File: src/core/capture_pkg.sv
// Purpose: Shared constants and types for the four-channel input capture block.
// Assumes: 16-bit register port with byte addresses; one clock domain.
// Notes:   Channel index 0..3 stands for channels 1, 2, 7 and 8.
//
// Overview of operation
// RL1 - Four independent capture channels, each with control, buffer, flag and enable.
// RL2 - Three-bit mode picks falling, rising, 4th rising, 16th rising or both edges.
// RL3 - Turning a channel off through its mode field clears its prescaler.
// RL4 - Any reset clears every channel prescaler.
// RL5 - Each channel buffers timestamps in a four-entry, 16-bit FIFO.
// RL6 - Not-empty flag sets on first capture, stays until all entries are read.
// RL7 - Each buffer read returns the oldest entry and advances the rest.
// RL8 - Fifth capture into a full buffer sets overflow and is dropped.
// RL9 - After overflow, captures are ignored until all four entries are read.
// RL10 - Software must not read an empty buffer; such data is undefined.
// RL11 - Control bit 7 selects the timebase; timebase B is the default.
// RL12 - In every-edge mode the interrupt flag sets on each captured edge.
// RL13 - In every-edge mode the events-per-interrupt field is ignored.
// RL14 - In every-edge mode no overflow is ever raised.
// RL15 - Enabled capture events in Idle or Sleep give a wake-up or interrupt.
// RL16 - Mode 111 with enable set wakes the CPU whether or not timebase runs.
// RL17 - In Sleep the events-per-interrupt field has no effect; only interrupt source.
// RL18 - Software must use mode 111 in Sleep; 4:1 and 16:1 prescales stop.
// RL19 - Control bits 6:5 choose how many events set the interrupt flag.
// RL20 - In Idle with idle-halt clear, full capture and prescaling keep working.
// RL21 - Each qualifying event writes the selected timebase count into the buffer tail.

package capture_pkg;

  localparam int NUM_CH     = 4;
  localparam int DATA_W     = 16;
  localparam int ADDR_W     = 16;
  localparam int FIFO_DEPTH = 4;

  // ***************************************************************
  // Register map
  // ***************************************************************
  localparam logic [ADDR_W-1:0] BUF_OFS [NUM_CH] = '{16'h0140, 16'h0144, 16'h0158, 16'h015C};
  localparam logic [ADDR_W-1:0] CON_OFS [NUM_CH] = '{16'h0142, 16'h0146, 16'h015A, 16'h015E};
  localparam logic [ADDR_W-1:0] IRQ_FLAG_OFS = 16'h0160;
  localparam logic [ADDR_W-1:0] IRQ_EN_OFS   = 16'h0162;

  // ***************************************************************
  // Control register fields
  // ***************************************************************
  localparam int IDLE_HALT_BIT = 13;
  localparam int TB_SEL_BIT    = 7;
  localparam int PER_IRQ_LSB   = 5;
  localparam int OVF_BIT       = 4;
  localparam int BNE_BIT       = 3;
  localparam int MODE_LSB      = 0;

  localparam logic [2:0] MODE_OFF    = 3'h0;
  localparam logic [2:0] MODE_BOTH   = 3'h1;
  localparam logic [2:0] MODE_FALL   = 3'h2;
  localparam logic [2:0] MODE_RISE   = 3'h3;
  localparam logic [2:0] MODE_RISE4  = 3'h4;
  localparam logic [2:0] MODE_RISE16 = 3'h5;
  localparam logic [2:0] MODE_WAKE   = 3'h7;

  localparam logic [3:0] PRESC4_LAST  = 4'h3;
  localparam logic [3:0] PRESC16_LAST = 4'hF;

  typedef struct packed {
    logic       idleHalt;
    logic       tbSel;
    logic [1:0] perIrq;
    logic [2:0] mode;
  } ctrl_s;

  localparam ctrl_s CTRL_RESET = '{idleHalt: 1'b0, tbSel: 1'b0, perIrq: 2'h0, mode: 3'h0};

  typedef struct packed {
    logic [ADDR_W-1:0] addr;
    logic [DATA_W-1:0] wdata;
    logic              wr;
    logic              rd;
  } regReq_s;

endpackage : capture_pkg

File: src/core/input_capture_channels.sv
// Purpose: Four input capture channels with prescaler, FIFO, flags and wake-up.
// Assumes: Timebase counts and CPU power state come from logic on the same clock.
// Notes:   Registers are reached over a plain strobe port; read data follow by one cycle.
`timescale 1ns/1ns

module input_capture_channels #(
  parameter int NCH = capture_pkg::NUM_CH
) (
  input  wire logic                                clock,
  input  wire logic                                nrst,
  input  wire capture_pkg::regReq_s                regReq,
  output logic      [capture_pkg::DATA_W-1:0]      regRdata,
  input  wire logic [NCH-1:0]                      capturePin,
  input  wire logic [capture_pkg::DATA_W-1:0]      timebaseA,
  input  wire logic [capture_pkg::DATA_W-1:0]      timebaseB,
  input  wire logic                                cpuIdle,
  input  wire logic                                cpuSleep,
  output logic      [NCH-1:0]                      irqFlag,
  output logic                                     wakeReq
);

  import capture_pkg::*;

  // ***************************************************************
  // Declarations
  // ***************************************************************
  ctrl_s             ctrl_r      [NCH];
  logic [3:0]        presc_r     [NCH];
  logic [1:0]        irqCnt_r    [NCH];
  logic [NCH-1:0]    ovf_r;
  logic [NCH-1:0]    ovLock_r;
  logic [NCH-1:0]    flag_r;
  logic [NCH-1:0]    irqEn_r;
  logic [DATA_W-1:0] rdata_r;
  logic              wake_r;

  logic [NCH-1:0]    rise;
  logic [NCH-1:0]    fall;
  logic [NCH-1:0]    halted;
  logic [NCH-1:0]    prescHit;
  logic [NCH-1:0]    capEvent;
  logic [NCH-1:0]    push;
  logic [NCH-1:0]    overflowHit;
  logic [NCH-1:0]    flagSet;
  logic [NCH-1:0]    conWr;
  logic [NCH-1:0]    bufRd;
  logic [NCH-1:0]    fifoEmpty;
  logic [NCH-1:0]    fifoFull;
  logic [DATA_W-1:0] fifoHead    [NCH];
  logic [DATA_W-1:0] stamp       [NCH];
  logic [DATA_W-1:0] rdataNxt;

  // ***************************************************************
  // Per-channel pin front end and buffer
  // ***************************************************************
  for (genvar g = 0; g < NCH; g++) begin : gChan
    pin_edge_detect uEdge (
      .clock (clock),
      .nrst  (nrst),
      .pin   (capturePin[g]),
      .rise  (rise[g]),
      .fall  (fall[g])
    );

    capture_fifo #(
      .WIDTH (DATA_W),
      .DEPTH (FIFO_DEPTH)
    ) uFifo (
      .clock    (clock),
      .nrst     (nrst),
      .push     (push[g]),
      .pushData (stamp[g]),
      .pop      (bufRd[g]),
      .head     (fifoHead[g]),
      .empty    (fifoEmpty[g]),
      .full     (fifoFull[g])
    );
  end

  // ***************************************************************
  // Address decode
  // ***************************************************************
  always_comb begin
    for (int i = 0; i < NCH; i++) begin
      conWr[i] = regReq.wr && (regReq.addr == CON_OFS[i]);
      // A read of an empty buffer leaves the FIFO untouched; its data are undefined.
      bufRd[i] = regReq.rd && (regReq.addr == BUF_OFS[i]); // see RL7 see RL10
    end
  end

  // ***************************************************************
  // Event qualification
  // ***************************************************************
  always_comb begin
    for (int i = 0; i < NCH; i++) begin
      // Sleep stops the capture path; Idle stops it only when idle-halt is set.
      halted[i] = cpuSleep || (cpuIdle && ctrl_r[i].idleHalt); // see RL20 see RL17
      // Bit 7 set picks timebase A; reset value selects timebase B.
      stamp[i] = ctrl_r[i].tbSel ? timebaseA : timebaseB; // see RL11 see RL21
      unique case (ctrl_r[i].mode)
        MODE_RISE4:  prescHit[i] = rise[i] && (presc_r[i] == PRESC4_LAST);
        MODE_RISE16: prescHit[i] = rise[i] && (presc_r[i] == PRESC16_LAST);
        default:     prescHit[i] = 1'b0;
      endcase
      unique case (ctrl_r[i].mode)
        MODE_BOTH:   capEvent[i] = rise[i] || fall[i]; // see RL2
        MODE_FALL:   capEvent[i] = fall[i]; // see RL2
        MODE_RISE:   capEvent[i] = rise[i]; // see RL2
        MODE_RISE4,
        MODE_RISE16: capEvent[i] = prescHit[i]; // see RL2
        default:     capEvent[i] = 1'b0;
      endcase
      capEvent[i] = capEvent[i] && !halted[i];
      // Full buffer: the new stamp is dropped; every-edge mode drops it silently.
      push[i] = capEvent[i] && !fifoFull[i] && !ovLock_r[i]; // see RL5 see RL21 see RL9
      overflowHit[i] = capEvent[i] && fifoFull[i] && !ovLock_r[i]
                       && (ctrl_r[i].mode != MODE_BOTH); // see RL8 see RL14
    end
  end

  // ***************************************************************
  // Control registers
  // ***************************************************************
  always_ff @(posedge clock or negedge nrst) begin
    if (!nrst) begin
      for (int i = 0; i < NCH; i++) ctrl_r[i] <= CTRL_RESET;
    end else begin
      for (int i = 0; i < NCH; i++) begin
        if (conWr[i]) begin
          ctrl_r[i].idleHalt <= regReq.wdata[IDLE_HALT_BIT];
          ctrl_r[i].tbSel    <= regReq.wdata[TB_SEL_BIT];
          ctrl_r[i].perIrq   <= regReq.wdata[PER_IRQ_LSB +: 2];
          ctrl_r[i].mode     <= regReq.wdata[MODE_LSB +: 3];
        end
      end
    end
  end

  always_ff @(posedge clock or negedge nrst) begin
    if (!nrst) begin
      irqEn_r <= '0;
    end else if (regReq.wr && (regReq.addr == IRQ_EN_OFS)) begin
      irqEn_r <= regReq.wdata[NCH-1:0];
    end
  end

  // ***************************************************************
  // Capture prescaler
  // ***************************************************************
  // The prescaler only counts in the 4:1 and 16:1 modes and holds while halted,
  // so 4:1 and 16:1 cannot run in Sleep.
  always_ff @(posedge clock or negedge nrst) begin
    if (!nrst) begin
      for (int i = 0; i < NCH; i++) presc_r[i] <= 4'h0; // see RL4
    end else begin
      for (int i = 0; i < NCH; i++) begin
        if (ctrl_r[i].mode == MODE_OFF) begin
          presc_r[i] <= 4'h0; // see RL3
        end else if (prescHit[i] && !halted[i]) begin
          presc_r[i] <= 4'h0;
        end else if (rise[i] && !halted[i] &&
                     ((ctrl_r[i].mode == MODE_RISE4) || (ctrl_r[i].mode == MODE_RISE16))) begin
          presc_r[i] <= presc_r[i] + 4'h1; // see RL18 see RL20
        end
      end
    end
  end

  // ***************************************************************
  // Overflow flag and lock
  // ***************************************************************
  always_ff @(posedge clock or negedge nrst) begin
    if (!nrst) begin
      ovf_r    <= '0;
      ovLock_r <= '0;
    end else begin
      for (int i = 0; i < NCH; i++) begin
        // Set wins over a clearing write in the same cycle.
        if (overflowHit[i]) begin
          ovf_r[i] <= 1'b1; // see RL8
        end else if (conWr[i] && !regReq.wdata[OVF_BIT]) begin
          ovf_r[i] <= 1'b0;
        end
        if (overflowHit[i]) begin
          ovLock_r[i] <= 1'b1; // see RL9
        end else if (fifoEmpty[i]) begin
          ovLock_r[i] <= 1'b0; // see RL9
        end
      end
    end
  end

  // ***************************************************************
  // Interrupt counting and flags
  // ***************************************************************
  always_comb begin
    for (int i = 0; i < NCH; i++) begin
      if (ctrl_r[i].mode == MODE_WAKE) begin
        // Interrupt-only mode works in Sleep and Idle regardless of timebase state.
        flagSet[i] = rise[i]; // see RL16 see RL17 see RL15
      end else if (ctrl_r[i].mode == MODE_BOTH) begin
        flagSet[i] = capEvent[i]; // see RL12 see RL13
      end else begin
        flagSet[i] = capEvent[i] && (irqCnt_r[i] == ctrl_r[i].perIrq); // see RL19
      end
    end
  end

  always_ff @(posedge clock or negedge nrst) begin
    if (!nrst) begin
      for (int i = 0; i < NCH; i++) irqCnt_r[i] <= 2'h0;
    end else begin
      for (int i = 0; i < NCH; i++) begin
        if ((ctrl_r[i].mode == MODE_OFF) || (ctrl_r[i].mode == MODE_BOTH)) begin
          irqCnt_r[i] <= 2'h0; // see RL13
        end else if (capEvent[i]) begin
          irqCnt_r[i] <= (irqCnt_r[i] == ctrl_r[i].perIrq) ? 2'h0 : irqCnt_r[i] + 2'h1; // see RL19
        end
      end
    end
  end

  always_ff @(posedge clock or negedge nrst) begin
    if (!nrst) begin
      flag_r <= '0;
    end else begin
      for (int i = 0; i < NCH; i++) begin
        // Hardware set beats a software clear in the same cycle.
        if (flagSet[i]) begin
          flag_r[i] <= 1'b1; // see RL1
        end else if (regReq.wr && (regReq.addr == IRQ_FLAG_OFS)) begin
          flag_r[i] <= regReq.wdata[i];
        end
      end
    end
  end

  // ***************************************************************
  // Wake-up request
  // ***************************************************************
  always_ff @(posedge clock or negedge nrst) begin
    if (!nrst) begin
      wake_r <= 1'b0;
    end else begin
      wake_r <= (cpuIdle || cpuSleep) && |(flag_r & irqEn_r); // see RL15 see RL16
    end
  end

  // ***************************************************************
  // Read data
  // ***************************************************************
  always_comb begin
    rdataNxt = '0;
    for (int i = 0; i < NCH; i++) begin
      if (regReq.addr == BUF_OFS[i]) begin
        rdataNxt = fifoHead[i]; // see RL7
      end
      if (regReq.addr == CON_OFS[i]) begin
        rdataNxt[IDLE_HALT_BIT]     = ctrl_r[i].idleHalt;
        rdataNxt[TB_SEL_BIT]        = ctrl_r[i].tbSel;
        rdataNxt[PER_IRQ_LSB +: 2]  = ctrl_r[i].perIrq;
        rdataNxt[OVF_BIT]           = ovf_r[i];
        rdataNxt[BNE_BIT]           = !fifoEmpty[i]; // see RL6
        rdataNxt[MODE_LSB +: 3]     = ctrl_r[i].mode;
      end
    end
    if (regReq.addr == IRQ_FLAG_OFS) begin
      rdataNxt[NCH-1:0] = flag_r;
    end
    if (regReq.addr == IRQ_EN_OFS) begin
      rdataNxt[NCH-1:0] = irqEn_r;
    end
  end

  // Data stand only in the cycle after the read strobe; otherwise the port reads zero.
  always_ff @(posedge clock or negedge nrst) begin
    if (!nrst) begin
      rdata_r <= '0;
    end else begin
      rdata_r <= regReq.rd ? rdataNxt : '0;
    end
  end

  assign regRdata = rdata_r;
  assign irqFlag  = flag_r;
  assign wakeReq  = wake_r;

endmodule : input_capture_channels

File: src/core/pin_edge_detect.sv
// Purpose: Bring one capture pin into the clock domain and flag its edges.
// Assumes: Pin is asynchronous to clock.
// Notes:   Edge pulses appear two edges after the pin changes.
`timescale 1ns/1ns

module pin_edge_detect (
  input  wire logic clock,
  input  wire logic nrst,
  input  wire logic pin,
  output logic      rise,
  output logic      fall
);

  logic meta_r;
  logic sync_r;
  logic last_r;

  // The first stage is read by the second stage only, to keep metastability out of logic.
  always_ff @(posedge clock or negedge nrst) begin
    if (!nrst) begin
      meta_r <= 1'b0;
      sync_r <= 1'b0;
      last_r <= 1'b0;
    end else begin
      meta_r <= pin;
      sync_r <= meta_r;
      last_r <= sync_r;
    end
  end

  assign rise = sync_r & ~last_r;
  assign fall = ~sync_r & last_r;

endmodule : pin_edge_detect

File: src/core/capture_fifo.sv
// Purpose: Shift-style FIFO holding captured timestamps, oldest at the head.
// Assumes: Caller never pushes when full; pop when empty is ignored.
// Notes:   A pop shifts every remaining entry one place toward the head.
`timescale 1ns/1ns

module capture_fifo #(
  parameter int WIDTH = 16,
  parameter int DEPTH = 4
) (
  input  wire logic             clock,
  input  wire logic             nrst,
  input  wire logic             push,
  input  wire logic [WIDTH-1:0] pushData,
  input  wire logic             pop,
  output logic      [WIDTH-1:0] head,
  output logic                  empty,
  output logic                  full
);

  logic [WIDTH-1:0]         slot_r [DEPTH];
  logic [$clog2(DEPTH+1)-1:0] count_r;
  logic                     doPop;
  logic [$clog2(DEPTH+1)-1:0] tail;

  assign doPop = pop & (count_r != '0);
  assign tail  = doPop ? count_r - 1'b1 : count_r;
  assign empty = (count_r == '0);
  assign full  = (count_r == DEPTH[$clog2(DEPTH+1)-1:0]);
  assign head  = slot_r[0];

  always_ff @(posedge clock or negedge nrst) begin
    if (!nrst) begin
      count_r <= '0;
    end else begin
      count_r <= tail + (push ? 1'b1 : 1'b0);
    end
  end

  always_ff @(posedge clock or negedge nrst) begin
    if (!nrst) begin
      for (int k = 0; k < DEPTH; k++) slot_r[k] <= '0;
    end else begin
      for (int k = 0; k < DEPTH; k++) begin
        if (push && (tail == k[$clog2(DEPTH+1)-1:0])) begin
          slot_r[k] <= pushData;
        end else if (doPop && (k < DEPTH - 1)) begin
          slot_r[k] <= slot_r[k+1];
        end
      end
    end
  end

endmodule : capture_fifo

File: config.mk
export PLATFORM = sky130hd
export DESIGN_NAME = input_capture_channels
export DESIGN_NICKNAME = d
export VERILOG_FILES = /design/src/core/capture_pkg.sv /design/src/core/input_capture_channels.sv /design/src/core/pin_edge_detect.sv /design/src/core/capture_fifo.sv
export SDC_FILE = /design/constraint.sdc
export NUM_CORES = 1
export LEC_CHECK = 0
export ABC_CLOCK_PERIOD_IN_PS = 3500
export BUFFER_PORTS_ARGS = -buffer_cell sky130_fd_sc_hd__buf_2
export CAP_MARGIN = 30
export CORE_MARGIN = 2
export CORE_UTILIZATION = 60
export CTS_CLUSTER_SIZE = 20
export DETAILED_ROUTE_END_ITERATION = 12
export PLACE_DENSITY_LB_ADDON = 0.1
export SLEW_MARGIN = 20
export SYNTH_ARGS = -nofsm -noshare
export SYNTH_HDL_FRONTEND = slang
export SYNTH_HIERARCHICAL = 1
export SYNTH_SLANG_ARGS = --single-unit
File: constraint.sdc
create_clock -name clock -period 3.5 [get_ports clock]
set_input_delay 0.35 -clock clock [delete_from_list [all_inputs] [get_ports clock]]
set_output_delay 0.35 -clock clock [all_outputs]
set_load 0.02 [all_outputs]
==> metrics.txt <==
post-layout instance area=0.0222 mm^2; number of global-route vias before repair=13047; clock latency of the later-clocked register in the worst-skew pair=0.53 ns; min cycle time layout=3.18 ns; total of fill cells in the finished design=2449; CTS Buffer Depth=3; floorplan core area=0.0327 mm^2; number of clock buffers inserted by TritonCTS=40; number of top-level design ports=95; maximum number of pins on one net before global-route repair=103; CP max FO=10; startpoint kind of the worst setup timing path=flop; number of gates resized after cts=0; die area=0.0349 mm^2; post-route antenna net violation count=0; power density normalized to cell area=443 mW/mm^2; non-filler instance count after layout=2116; DR pass1 iterations=5; number of max-slew violations in the final report=0; number of cells on the worst hold path=3; Worst R2R End=gChan[1].uFifo/slot_r[12]; r2r startpoint=gChan[1].uEdge/sync_r; highest signal layer in the routed design=met5; final hold violations=0; clk_skew=0.0116 ns; top-area cell type share of the netlist area=0.455; GP Congestion=0.929; H-tree level count=2; final period utilization=0.909; Critical Path RT=3.91 ns; flip-flop and latch count after synthesis=365; critical path data arrival time=3.59 ns; met2 wirelength from detailed routing=21700 um; Overall Global Routing Usage=0.264; netlist area before placement=0.0201 mm^2; worst hold path class=in2reg; worst setup path class=reg2reg; grt total ovfl=0; DRC violations left=0; relative slew slack=0.324; WL final=45500 um; instance count of the mapped netlist=1592; RSZ-0062 raised after global routing=false; WL met1=20000 um; clock sinks=365; main flop type after synthesis=sky130_fd_sc_hd__dfrtp_1; Placed Area=0.0207 mm^2; depth of the most critical reg-to-reg path=12; average wire per cell in the routed design=21.5 um; Reg clk slew, reported paths=0.06 ns; biggest area contributors in the synthesized netlist=sky130_fd_sc_hd__dfrtp_1, sky130_fd_sc_hd__mux2_2, sky130_fd_sc_hd__mux2_4, sky130_fd_sc_hd__buf_4, sky130_fd_sc_hd__mux2_1; initial antenna violation count=13; number of warnings issued by yosys=6; fraction of final layout cells sized beyond drive strength 1=0.445; PortBufs=87; Final setup viols=0; Avg Synthesized Cell Area=12.6 um^2; library cells used by synthesis=71; library cell occupying the most area in the post-synthesis netlist=sky130_fd_sc_hd__dfrtp_1; detailed router's first-iteration violation count=751; post-synthesis to final-layout area growth=10.7%; critical hold path startpoint=regReq[15]; wire length of the first global-routing pass=73000 um; fraction of registers with async set or reset after synthesis=1.00; max-cap check violation count=0; CTS tree=yes; hold-critical path endpoint=ctrl_r[27]; EDFF count, synth=0; Die Span Y=187 um; sequential fraction of the synthesis area=0.455; final-stage net count=1727; Core Rows=66; initial core utilization=0.613; number of vias in the routed layout=12600; top achievable clock speed=0.314 GHz; Tightest Pin Transition=0.998 ns; detailed-routed wire length on met3=2370 um; Peak VDD IR=0.422 mV; kind of capture point of the worst setup path=flop; Reg2Reg Setup Slack=0.32 ns; status=completed; net count after synthesis=1682; Detail Placement HPWL=32000 um; die width=187 um; CTS root buf=sky130_fd_sc_hd__clkbuf_16; LEAKAGE=0.0110 uW; detail-routed via count per cell=5.95; instance count after placement with tap cells included=2029
## worst max path at each step
stage               slack (ns)                         to  cells past startpoint                  start
global route              0.09   gChan[1].uFifo/slot_r[9]                     12  gChan[1].uEdge/sync_r
detailed placement       -0.09   gChan[1].uFifo/slot_r[9]                     10             regReq[33]
finish                    0.32  gChan[1].uFifo/slot_r[12]                     12  gChan[1].uEdge/sync_r
global placement         -0.05  gChan[1].uFifo/slot_r[24]                      9             regReq[33]
floorplan                0.007  gChan[2].uFifo/slot_r[37]                     11             regReq[25]
CTS                       0.38   gChan[1].uFifo/slot_r[9]                     11  gChan[1].uEdge/sync_r
## power breakdown
part	leakage (uW)	internal [uW]	switching [uW]
combinational	0.00538	420	408
sequential	0.00495	4450	133
clock	0.000681	2730	1690
total	0.0110	7590	2230
## cells in the final DEF (no fill, tap or decap), drive strengths merged, types with 11 or more instances in the layout
cell | netlist | routed
nor2 | 51 | 51
nand3 | 29 | 29
or3 | 11 | 11
clkbuf | 28 | 51
buf | 111 | 136
a21oi | 35 | 35
mux2 | 538 | 538
inv | 31 | 33
a31oi | 12 | 12
xor2 | 26 | 26
mux2i | 19 | 19
dfrtp | 365 | 365
o21ai | 29 | 29
and3 | 12 | 12
ha | 16 | 16
o221ai | 14 | 14
nor3 | 29 | 29
a211oi | 11 | 11
nor2b | 17 | 17
nand2 | 79 | 79
## state kept, by name, indices dropped and copies added (netlist names)
signal / count
gChan.uEdge/last_r: 4
ovf_r: 4
gChan.uEdge/sync_r: 4
wakeReq: 1
gChan.uFifo/head: 64
irqFlag: 4
gChan.uFifo/count_r: 12
presc_r: 16
ctrl_r: 28
regRdata: 16
ovLock_r: 4
irqEn_r: 4
gChan.uFifo/slot_r: 192
gChan.uEdge/meta_r: 4
irqCnt_r: 8
## synthesized netlist by cell type (4+ instances only)
library cell,n
sky130_fd_sc_hd__xnor2_1,9
sky130_fd_sc_hd__a21oi_1,35
sky130_fd_sc_hd__o221ai_2,6
sky130_fd_sc_hd__a31oi_1,12
sky130_fd_sc_hd__mux2i_1,19
sky130_fd_sc_hd__o21ai_0,22
sky130_fd_sc_hd__nand2_1,78
sky130_fd_sc_hd__and3_1,12
sky130_fd_sc_hd__and2_1,8
sky130_fd_sc_hd__buf_4,70
sky130_fd_sc_hd__inv_1,30
sky130_fd_sc_hd__a211oi_1,5
sky130_fd_sc_hd__o32ai_1,4
sky130_fd_sc_hd__xor2_1,26
sky130_fd_sc_hd__buf_6,17
sky130_fd_sc_hd__buf_2,9
sky130_fd_sc_hd__or3_1,8
sky130_fd_sc_hd__nor4_1,7
sky130_fd_sc_hd__nor2_1,49
sky130_fd_sc_hd__o21ai_2,7
sky130_fd_sc_hd__and2b_2,4
sky130_fd_sc_hd__a22oi_1,7
sky130_fd_sc_hd__nand3_1,29
sky130_fd_sc_hd__clkbuf_1,26
sky130_fd_sc_hd__o2111ai_4,6
sky130_fd_sc_hd__and3b_1,4
sky130_fd_sc_hd__a211oi_4,6
sky130_fd_sc_hd__mux2_1,45
sky130_fd_sc_hd__a221o_1,5
sky130_fd_sc_hd__mux2_4,64
sky130_fd_sc_hd__nor3_1,28
sky130_fd_sc_hd__mux2_2,429
sky130_fd_sc_hd__buf_1,15
sky130_fd_sc_hd__o22ai_1,8
sky130_fd_sc_hd__nand2b_1,8
sky130_fd_sc_hd__o221ai_1,8
sky130_fd_sc_hd__nor2b_1,17
sky130_fd_sc_hd__dfrtp_1,365
sky130_fd_sc_hd__a22o_1,7
sky130_fd_sc_hd__ha_1,16
sky130_fd_sc_hd__a21o_1,6
sky130_fd_sc_hd__a222oi_1,10
## kinds of logic (layout without fill, tap and decap cells)
| logic type | after synthesis | in the layout | synth area share |
|---|---|---|---|
| muxes | 557 | 557 | 0.324 |
| DFF | 365 | 365 | 0.455 |
| and+or+nand+nor | 275 | 275 | 0.0703 |
| AOI/OAI and AO/OA | 174 | 174 | 0.0734 |
| buffers and inverters | 170 | 244 | 0.0520 |
| xor gates and xnor gates | 35 | 35 | 0.0153 |
| adders and majority gates | 16 | 16 | 0.00998 |
| other | 0 | 8 | 0 |
## critical path, stage by stage (launching register included)
cell                       delay [ns]
sky130_fd_sc_hd__dfrtp_1         0.39
sky130_fd_sc_hd__nor2b_1         0.23
sky130_fd_sc_hd__and3b_1         0.25
sky130_fd_sc_hd__nand2_1         0.07
sky130_fd_sc_hd__o22ai_1         0.16
sky130_fd_sc_hd__o311ai_1        0.17
sky130_fd_sc_hd__clkbuf_2        0.20
sky130_fd_sc_hd__nor3_1          0.24
sky130_fd_sc_hd__inv_1           0.08
sky130_fd_sc_hd__a311oi_2        0.45
sky130_fd_sc_hd__o21ai_2         0.31
sky130_fd_sc_hd__buf_8           0.24
sky130_fd_sc_hd__mux2_2          0.28
## routing by layer
layer	global-route usage	vias to the layer above
met3	0.0523	86
met2	0.431	301
met5	0	-
li1	-	5852
met4	0.0852	12
met1	0.355	6349
## final cells by class
cell class / count / area [um^2] / share of cell area
Sequential cell: 365 / 9130 / 0.412
Clock buffer: 50 / 1090 / 0.0491
Clock inverter: 21 / 293 / 0.0132
Inverter: 31 / 116 / 0.00524
Timing Repair Buffer: 142 / 1090 / 0.0493
Multi-Input combinational cell: 1057 / 9890 / 0.446
Tap cell: 442 / 553 / 0.0249
Antenna cell: 8 / 20.0 / 0.000902
## what timing repair did
| action | in CTS | in global routing |
|---|---|---|
| setup buffers | 0 | 0 |
| hold buffers | 5 | 0 |
| hold endpoints to repair | 99 | 0 |
## metrics by stage
stage	hold slack (ns)	TNS [ns]	setup WS (ns)	total power [uW]	util
after floorplan	0.0544	0	0.00690	5250	-
after detailed placement	0.335	-3.20	-0.0929	5470	0.633
after CTS	0.0715	0	0.381	9920	0.677
after global placement	0.336	-1.10	-0.0520	5430	0.632
final	0.0891	0	0.318	9830	0.679
after global routing	0.0885	0	0.0868	10200	0.678
Note: power is estimated with default switching activity, not from simulation.
